<file path="src/rtl/via_pkg.sv">
// constants, types and behaviour notes for the vectored interrupt acknowledge block
package via_pkg;
   // register byte offsets on the plain register port
   localparam logic [7:0] REQ_OFS = 8'h00;
   localparam logic [7:0] MASK_OFS = 8'h04;
   localparam logic [7:0] PRIO_OFS = 8'h08;
   localparam logic [7:0] STATE_OFS = 8'h0C;
   localparam logic [7:0] STATUS_OFS = 8'h10;
   // state word layout and reset value
   localparam int IE_BIT = 7;
   localparam int ISP_BIT = 1;
   localparam logic [7:0] PSW_RST = 8'h02;
   // flag register reset values: no request, all masked, all low priority
   localparam logic [11:0] REQ_RST = 12'h000;
   localparam logic [11:0] MASK_RST = 12'hFFF;
   localparam logic [11:0] PRIO_RST = 12'hFFF;
   // vectors: maskable table starts at base, two bytes per source
   localparam logic [15:0] VEC_BASE = 16'h0004;
   localparam logic [15:0] BRK_VECTOR = 16'h003E;
   // latency bounds in cpu clocks; low priority costs the difference extra
   localparam int LAT_HI_MIN = 13;
   localparam int LAT_HI_MAX = 63;
   localparam int LAT_LO_MIN = 15;
   localparam int LAT_LO_MAX = 65;
   localparam logic [1:0] LOW_EXTRA = 2'(LAT_LO_MIN - LAT_HI_MIN);
   // acceptance sequencer, gray along idle-push-push-wait-load
   typedef enum logic [2:0] {
      VIA_IDLE = 3'h0,
      VIA_PUSH_STATE = 3'h1,
      VIA_PUSH_PTR = 3'h3,
      VIA_WAIT = 3'h2,
      VIA_LOAD = 3'h6
   } via_seq_e;
endpackage : via_pkg

</file>
<file path="src/rtl/via_sel_if.sv">
// selector link between the acknowledge logic and the priority picker
interface via_sel_if #(
   parameter int N_SRC = 12,
   parameter int IDX_W = 4
);
   logic [N_SRC-1:0] req;
   logic [N_SRC-1:0] mask;
   logic [N_SRC-1:0] prio;
   logic ie;
   logic in_service_priority_flag;
   logic valid;
   logic low;
   logic [IDX_W-1:0] idx;
   modport picker (input req, mask, prio, ie, in_service_priority_flag, output valid, low, idx);
   modport owner (output req, mask, prio, ie, in_service_priority_flag, input valid, low, idx);
endinterface : via_sel_if

</file>
<file path="src/rtl/vectored_interrupt_acknowledge.sv">
// interrupt acknowledge, nesting and vector sequencing for the cpu core
//
// Implementation choices: the strobed register port and the register addresses.
module vectored_interrupt_acknowledge #(
   parameter int N_SRC = 12,
   parameter logic [15:0] NMI_VECTOR = 16'h0004
) (
   input wire logic ref_clk_in,
   input wire logic rstn_in,
   // register port
   input wire logic [7:0] reg_addr_in,
   input wire logic [31:0] reg_wdata_in,
   input wire logic reg_wr_in,
   input wire logic reg_rd_in,
   output logic [31:0] reg_rdata_out,
   // interrupt sources, same clock
   input wire logic [N_SRC-1:0] src_event_in,
   input wire logic nmi_event_in,
   // core side
   input wire logic boundary_in,
   input wire logic reserve_in,
   input wire logic brk_in,
   input wire logic ret_vec_in,
   input wire logic ei_in,
   input wire logic di_in,
   input wire logic psw_load_in,
   input wire logic [7:0] psw_load_data_in,
   output logic [7:0] psw_out,
   output logic busy_out,
   output logic push_state_out,
   output logic [7:0] state_word_out,
   output logic push_ptr_out,
   output logic vector_load_out,
   output logic [15:0] vector_out
);
   localparam int IDX_W = 4;

   // whole block state in one word
   typedef struct packed {
      via_pkg::via_seq_e seq;
      logic [7:0] processor_state_word;
      logic [N_SRC-1:0] req;
      logic [N_SRC-1:0] mask;
      logic [N_SRC-1:0] prio;
      logic nmi_pend;
      logic nmi_act;
      logic defer;
      logic low;
      logic [1:0] wait_cnt;
      logic [7:0] saved;
      logic [15:0] vec;
      logic [31:0] rdata;
   } via_state_s;

   via_state_s s_reg;
   via_state_s s_next;

   via_sel_if #(.N_SRC(N_SRC), .IDX_W(IDX_W)) sel ();

   // the picker sees live flags so a boundary decision uses this cycle's state
   assign sel.req = s_reg.req;
   assign sel.mask = s_reg.mask;
   assign sel.prio = s_reg.prio;
   assign sel.ie = s_reg.processor_state_word[via_pkg::IE_BIT];
   assign sel.in_service_priority_flag = s_reg.processor_state_word[via_pkg::ISP_BIT];

   via_picker #(.N_SRC(N_SRC), .IDX_W(IDX_W)) u_picker (
      .sel(sel)
   );

   logic wr_req;
   logic wr_mask;
   logic wr_prio;
   logic wr_state;
   logic idle;
   logic blocked;
   logic take_brk;
   logic take_nmi;
   logic take_mask;
   logic [N_SRC-1:0] clr_req;
   logic [N_SRC-1:0] wmask;

   // register write decode
   assign wr_req = reg_wr_in && (reg_addr_in == via_pkg::REQ_OFS);
   assign wr_mask = reg_wr_in && (reg_addr_in == via_pkg::MASK_OFS);
   assign wr_prio = reg_wr_in && (reg_addr_in == via_pkg::PRIO_OFS);
   assign wr_state = reg_wr_in && (reg_addr_in == via_pkg::STATE_OFS);
   assign wmask = reg_wdata_in[N_SRC-1:0];
   assign idle = (s_reg.seq == via_pkg::VIA_IDLE);

   // a reserve instruction blocks its own boundary; a flag write blocks the next
   assign blocked = reserve_in | s_reg.defer;

   // decisions only at a boundary while idle, one source per acceptance
   // break is the instruction itself and is never held off
   assign take_brk = boundary_in && idle && brk_in;
   // non-maskable beats everything but break and skips enable and priority
   // none while its own service runs, nests otherwise
   assign take_nmi = boundary_in && idle && !brk_in && !blocked
                     && s_reg.nmi_pend && !s_reg.nmi_act;
   assign take_mask = boundary_in && idle && !brk_in && !blocked
                      && !(s_reg.nmi_pend && !s_reg.nmi_act)
                      && !s_reg.nmi_act && sel.valid;

   // accepted request flag is dropped in the same edge
   always_comb begin
      clr_req = '0;
      if (take_mask) begin
         clr_req[sel.idx] = 1'b1;
      end
   end

   // next-state logic for the whole block
   always_comb begin
      s_next = s_reg;

      // flag registers: software write, then accept clear, then events win
      if (wr_req) begin
         s_next.req = wmask;
      end
      s_next.req = (s_next.req & ~clr_req) | src_event_in;
      if (wr_mask) begin
         s_next.mask = wmask;
      end
      if (wr_prio) begin
         s_next.prio = wmask;
      end

      // deferral for a flag or state write lasts to the next boundary
      if (wr_req || wr_mask || wr_prio || wr_state) begin
         s_next.defer = 1'b1;
      end else if (boundary_in) begin
         s_next.defer = 1'b0;
      end

      // state word changes by software, by enable/disable and by restore
      if (wr_state) begin
         s_next.processor_state_word = reg_wdata_in[7:0];
      end
      if (psw_load_in) begin
         s_next.processor_state_word = psw_load_data_in;
      end
      if (ei_in) begin
         s_next.processor_state_word[via_pkg::IE_BIT] = 1'b1;
      end
      if (di_in) begin
         s_next.processor_state_word[via_pkg::IE_BIT] = 1'b0;
      end

      // vectored return ends non-maskable service; only a break could nest in it
      if (ret_vec_in) begin
         s_next.nmi_act = 1'b0;
      end

      // one latched request however many arrive
      if (take_nmi) begin
         s_next.nmi_pend = 1'b0;
      end
      if (nmi_event_in) begin
         s_next.nmi_pend = 1'b1;
      end

      // acceptance: snapshot state word before flags change
      if (take_brk || take_nmi || take_mask) begin
         s_next.saved = s_reg.processor_state_word;
         s_next.seq = via_pkg::VIA_PUSH_STATE;
         s_next.processor_state_word[via_pkg::IE_BIT] = 1'b0;
      end
      if (take_brk) begin
         s_next.vec = via_pkg::BRK_VECTOR;
         s_next.low = 1'b0;
      end
      if (take_nmi) begin
         s_next.vec = NMI_VECTOR;
         s_next.nmi_act = 1'b1;
         s_next.low = 1'b0;
         s_next.processor_state_word[via_pkg::ISP_BIT] = 1'b0;
      end
      if (take_mask) begin
         s_next.vec = via_pkg::VEC_BASE + {11'h000, sel.idx, 1'b0};
         s_next.low = sel.low;
         s_next.processor_state_word[via_pkg::ISP_BIT] = s_reg.prio[sel.idx];
      end

      // stacking order: state word, pointer, then vector
      unique case (s_reg.seq)
         via_pkg::VIA_IDLE: begin
         end
         via_pkg::VIA_PUSH_STATE: begin
            s_next.seq = via_pkg::VIA_PUSH_PTR;
         end
         via_pkg::VIA_PUSH_PTR: begin
            // low priority costs extra clocks
            if (s_reg.low) begin
               s_next.seq = via_pkg::VIA_WAIT;
               s_next.wait_cnt = via_pkg::LOW_EXTRA - 2'h1;
            end else begin
               s_next.seq = via_pkg::VIA_LOAD;
            end
         end
         via_pkg::VIA_WAIT: begin
            if (s_reg.wait_cnt == 2'h0) begin
               s_next.seq = via_pkg::VIA_LOAD;
            end else begin
               s_next.wait_cnt = s_reg.wait_cnt - 2'h1;
            end
         end
         via_pkg::VIA_LOAD: begin
            s_next.seq = via_pkg::VIA_IDLE;
         end
         default: begin
            s_next.seq = via_pkg::VIA_IDLE;
         end
      endcase

      // read data stands in the cycle after the strobe only
      s_next.rdata = 32'h0000_0000;
      if (reg_rd_in) begin
         unique case (reg_addr_in)
            via_pkg::REQ_OFS: s_next.rdata = 32'(s_reg.req);
            via_pkg::MASK_OFS: s_next.rdata = 32'(s_reg.mask);
            via_pkg::PRIO_OFS: s_next.rdata = 32'(s_reg.prio);
            via_pkg::STATE_OFS: s_next.rdata = {24'h000000, s_reg.processor_state_word};
            via_pkg::STATUS_OFS: begin
               s_next.rdata = {28'h0000000, !idle, s_reg.defer, s_reg.nmi_act,
                               s_reg.nmi_pend};
            end
            default: s_next.rdata = 32'h0000_0000;
         endcase
      end
   end

   // single state register, reset to documented values
   always_ff @(posedge ref_clk_in or negedge rstn_in) begin
      if (!rstn_in) begin
         s_reg.seq <= via_pkg::VIA_IDLE;
         s_reg.processor_state_word <= via_pkg::PSW_RST;
         s_reg.req <= N_SRC'(via_pkg::REQ_RST);
         s_reg.mask <= N_SRC'(via_pkg::MASK_RST);
         s_reg.prio <= N_SRC'(via_pkg::PRIO_RST);
         s_reg.nmi_pend <= 1'b0;
         s_reg.nmi_act <= 1'b0;
         s_reg.defer <= 1'b0;
         s_reg.low <= 1'b0;
         s_reg.wait_cnt <= 2'h0;
         s_reg.saved <= 8'h00;
         s_reg.vec <= 16'h0000;
         s_reg.rdata <= 32'h0000_0000;
      end else begin
         s_reg <= s_next;
      end
   end

   // core handshake outputs decode the sequencer; data come from flops
   assign busy_out = !idle;
   assign push_state_out = (s_reg.seq == via_pkg::VIA_PUSH_STATE);
   assign push_ptr_out = (s_reg.seq == via_pkg::VIA_PUSH_PTR);
   assign vector_load_out = (s_reg.seq == via_pkg::VIA_LOAD);
   assign state_word_out = s_reg.saved;
   assign vector_out = s_reg.vec;
   assign psw_out = s_reg.processor_state_word;
   assign reg_rdata_out = s_reg.rdata;

   initial begin
      if (N_SRC < 1 || N_SRC > 12) begin
         $error("vectored_interrupt_acknowledge: 1 to 12 maskable sources");
      end
   end
endmodule : vectored_interrupt_acknowledge

</file>
<file path="src/rtl/via_picker.sv">
// combinational priority picker for the maskable sources
module via_picker #(
   parameter int N_SRC = 12,
   parameter int IDX_W = 4
) (
   via_sel_if.picker sel
);
   // lowest set index wins: source 0 is the fixed highest
   function automatic logic [IDX_W:0] first_set(input logic [N_SRC-1:0] v);
      logic [IDX_W:0] r;
      r = '0;
      for (int i = N_SRC - 1; i >= 0; i--) begin
         if (v[i]) begin
            r = {1'b1, IDX_W'(i)};
         end
      end
      return r;
   endfunction : first_set

   logic [N_SRC-1:0] elig;
   logic [N_SRC-1:0] elig_hi;
   logic [N_SRC-1:0] elig_lo;
   logic [IDX_W:0] pick_hi;
   logic [IDX_W:0] pick_lo;

   // request set and unmasked; priority flag plays no part here
   assign elig = sel.req & ~sel.mask;
   assign elig_hi = elig & ~sel.prio;
   // low group shut out while high-priority service runs
   assign elig_lo = sel.in_service_priority_flag ? (elig & sel.prio) : '0;
   assign pick_hi = first_set(elig_hi);
   assign pick_lo = first_set(elig_lo);

   // programmable priority first, fixed order inside a group
   always_comb begin
      sel.valid = sel.ie & (pick_hi[IDX_W] | pick_lo[IDX_W]);
      sel.low = ~pick_hi[IDX_W];
      sel.idx = pick_hi[IDX_W] ? pick_hi[IDX_W-1:0] : pick_lo[IDX_W-1:0];
   end

   initial begin
      if (N_SRC < 1 || N_SRC > (1 << IDX_W)) begin
         $error("via_picker: source count does not fit index width");
      end
   end
endmodule : via_picker

</file>
<file path="config.mk">
export PLATFORM = sky130hd
export DESIGN_NAME = vectored_interrupt_acknowledge
export DESIGN_NICKNAME = d
export VERILOG_FILES = /design/src/rtl/via_pkg.sv /design/src/rtl/via_sel_if.sv /design/src/rtl/vectored_interrupt_acknowledge.sv /design/src/rtl/via_picker.sv
export SDC_FILE = /design/constraint.sdc
export NUM_CORES = 1
export LEC_CHECK = 0
export CAP_MARGIN = 0
export CORE_MARGIN = 8
export CORE_UTILIZATION = 45
export CTS_BUF_LIST = sky130_fd_sc_hd__clkbuf_16
export CTS_CLUSTER_DIAMETER = 150
export CTS_CLUSTER_SIZE = 8
export DETAILED_ROUTE_END_ITERATION = 10
export DONT_BUFFER_PORTS = 1
export PLACE_DENSITY = 0.67
export SLEW_MARGIN = 15
export SYNTH_ARGS = -nofsm -noshare
export SYNTH_HDL_FRONTEND = slang
export SYNTH_SLANG_ARGS = --single-unit
</file>
<file path="constraint.sdc">
create_clock -name ref_clk_in -period 6.9 [get_ports ref_clk_in]
set_clock_uncertainty 0.05 [all_clocks]
set_input_delay 2.07 -clock ref_clk_in [delete_from_list [all_inputs] [get_ports ref_clk_in]]
set_output_delay 2.07 -clock ref_clk_in [all_outputs]
set_load 0.01 [all_outputs]
</file>
==> flow_summary.yaml <==
timing:
  tightest_slew_ps: 961
  max_freq_mhz: 225
  finalHoldViolCount: 0
  setup_tns_ps: 0
  final.period_utilization_pct: 64.4
  finalCriticalPeriod_ps: 4440
  drv_slew: 0
  max_slew_margin_pct: 35.8
  setup_viol: 0
  rsz0062_at_grt: "false"
critical_path:
  worstPathCellList: "or4_1 > nor3_2 > nand4b_1 > mux2_2"
  end_kind: "register"
  worst_ep_arrival_time_ps: 4650
  path_class: "in2reg"
  start_kind: "input port"
  crit_fanout: 14
  slowest_stage: "nand4b_1"
  worstPathRequired_ps: 7110
  cp_slowest_stage_delay_ps: 840
global_routing:
  grt_pass1_vias: 3194
  antenna_found_initial: 0
  overflow: 0
  grt_max_degree: 79
  grt_pass1_wl_mm: 18.8
  gr-usage-all-layers_pct: 17.1
power:
  power.total_mw: 1.30
  total_leakage_power_nw: 2.16
  ir_worst_vdd_uv: 126
  powerDensity_nw_per_um2: 271
routing:
  wl_per_cell_um: 21.7
  vias: 3178
  wl_met1_mm: 5.45
  drt_wl_total_mm: 12.2
  drc: 0
  wl_met2_mm: 5.54
  wl_met3_mm: 1.08
  routed.top_layer: "met4"
  detail_route.first_pass.iterations: 4
  drt_iter0_markers: 246
  ant_nets: 0
  vias_per_cell: 5.68
die:
  die_area_um2: 14100
  die_w_um: 119
  initial_utilization_pct: 46.2
  pin_count: 140
  core_um2: 10300
  die_h_um: 119
  rows: 37
run_status:
  status: "finished, final reports clean"
clocking:
  cts_inserted_buffers: 9
  cts.path.max_buffers: 2
  post-cts-setup-buffers: 0
  clock_sinks: 78
  cts_tree: "yes"
  cts_resized: 0
  cts_root_buf: "clkbuf_16"
  path_clk_slew_ps: 60
  cts_hold_buffers: 0
  cts.htree.levels: 3
  clock_latency_ps: 340
final_layout:
  area_growth_syn_to_layout_pct: 1.21
  final_cell_mix: "dfrtp_1 (53), nor2_1 (37), mux2_2 (34), conb_1 (31), nand2_1 (29)"
  drive_gt1_share_pct: 21.9
  n_antenna_cell: 0
  nets: 493
  final_common_cell: "dfrtp_1"
synthesis:
  synth_top_family_by_area: "simple AND/OR/NAND/NOR gates"
  yosysWarningCount: 0
  synth-async-reset-ratio_pct: 100
  netlist-cell-type-count: 59
  synthSimpleGateAreaFrac_pct: 18.1
  synth_fa_ha_area_share_pct: 0.527
  synth_flop_cell: "dfrtp_1"
  avgSynthCellArea_um2: 10.4
  synth-edff-count: 0
  synth.area.mux_share_pct: 17.0
  synth_seq_cells: 78
  syn_area_um2: 4750
  synthCells: 456
  synth_compound_area_share_pct: 10.2
  seq_area_frac_synth_pct: 41.8
  synth-xor-area-share_pct: 0.184
flow_run:
  drv_cap: 0
placement:
  gp_congestion: 0.923
  dp_hpwl_mm: 9.17
  port_buffers: 0
hold_path:
  hold_class: "reg2reg"
## report_power, final
group	switching [mW]	internal (mW)	total (mW)
logic	0.105	0.0932	0.198
registers	0.0782	0.525	0.604
clock network	0.186	0.315	0.501
total	0.370	0.933	1.30
## worst paths after layout
check	slack [ps]	end	depth (start not counted)	from
max in group asynchronous	5220	sel.mask[11]$_DFFE_PN1P_	0	rstn_in
min in group asynchronous	1380	state_word_out[0]$_DFFE_PN0P_	0	rstn_in
hold reg to reg	440	s_reg[56]$_DFFE_PN0P_	1	s_reg[56]$_DFFE_PN0P_
hold / removal	440	s_reg[56]$_DFFE_PN0P_	1	s_reg[56]$_DFFE_PN0P_
setup reg to reg	3670	state_word_out[4]$_DFFE_PN0P_	7	sel.prio[5]$_DFFE_PN1P_
setup / recovery	2460	sel.prio[7]$_DFFE_PN1P_	4	reg_addr_in[0]
## cell usage after synthesis (7+ instances only)
library cell / instances / area share [%]
nand2_1: 29 / 2.3
and4b_1: 8 / 1.7
o21ai_0: 18 / 1.9
nor2_1: 37 / 2.9
clkbuf_1: 8 / 0.63
nor3_1: 10 / 1.1
buf_4: 64 / 10
inv_1: 8 / 0.63
a21oi_1: 9 / 0.95
nor3b_1: 11 / 1.7
o21bai_1: 12 / 1.9
mux2_2: 34 / 8.1
nand4b_1: 8 / 1.5
mux2i_1: 24 / 5.1
mux4_2: 7 / 3.3
dfrtp_1: 53 / 28
dfstp_2: 25 / 14
## layer usage
layer / up-vias / GRT usage (%)
met5: - / 0
met4: 0 / 3.56
met3: 10 / 6.43
met2: 114 / 26.5
met1: 1573 / 22.4
li1: 1481 / -
## final cells by class
| type | instances | area [um2] |
|---|---|---|
| clock inverter | 7 | 90.1 |
| inverter | 8 | 30.0 |
| tap | 136 | 170 |
| fill | 961 | 5470 |
| clock buffer | 9 | 225 |
| multi-input combinational | 321 | 2300 |
| sequential | 78 | 1980 |
| timing repair buffer | 1 | 7.51 |
## per-stage QoR
stage          util [%]  instances  hold slack (ps)  setup slack (ps)  cell area, um2
2_1_floorplan         -        486              410              2720            4860
3_3_place_gp       43.7        544              419              2080            4490
3_5_place_dp       43.7        544              429              2060            4490
4_1_cts            46.8        560              442              2400            4810
5_1_grt            46.8        560              477              2180            4810
6_report           46.8        560              444              2460            4810
## logic make-up after synthesis
group,count (synthesis)
compound gates,72
xor+xnor,1
fa+ha+maj,2
buf+inv,87
flops,78
mux,66
other cells,1
simple gates,149
## critical path, delay by kind of cell
family / cells / cell delay [ps]
simple gates: 3 / 2000
mux: 1 / 560
No activity file was read; power rests on OpenSTA's default activity.
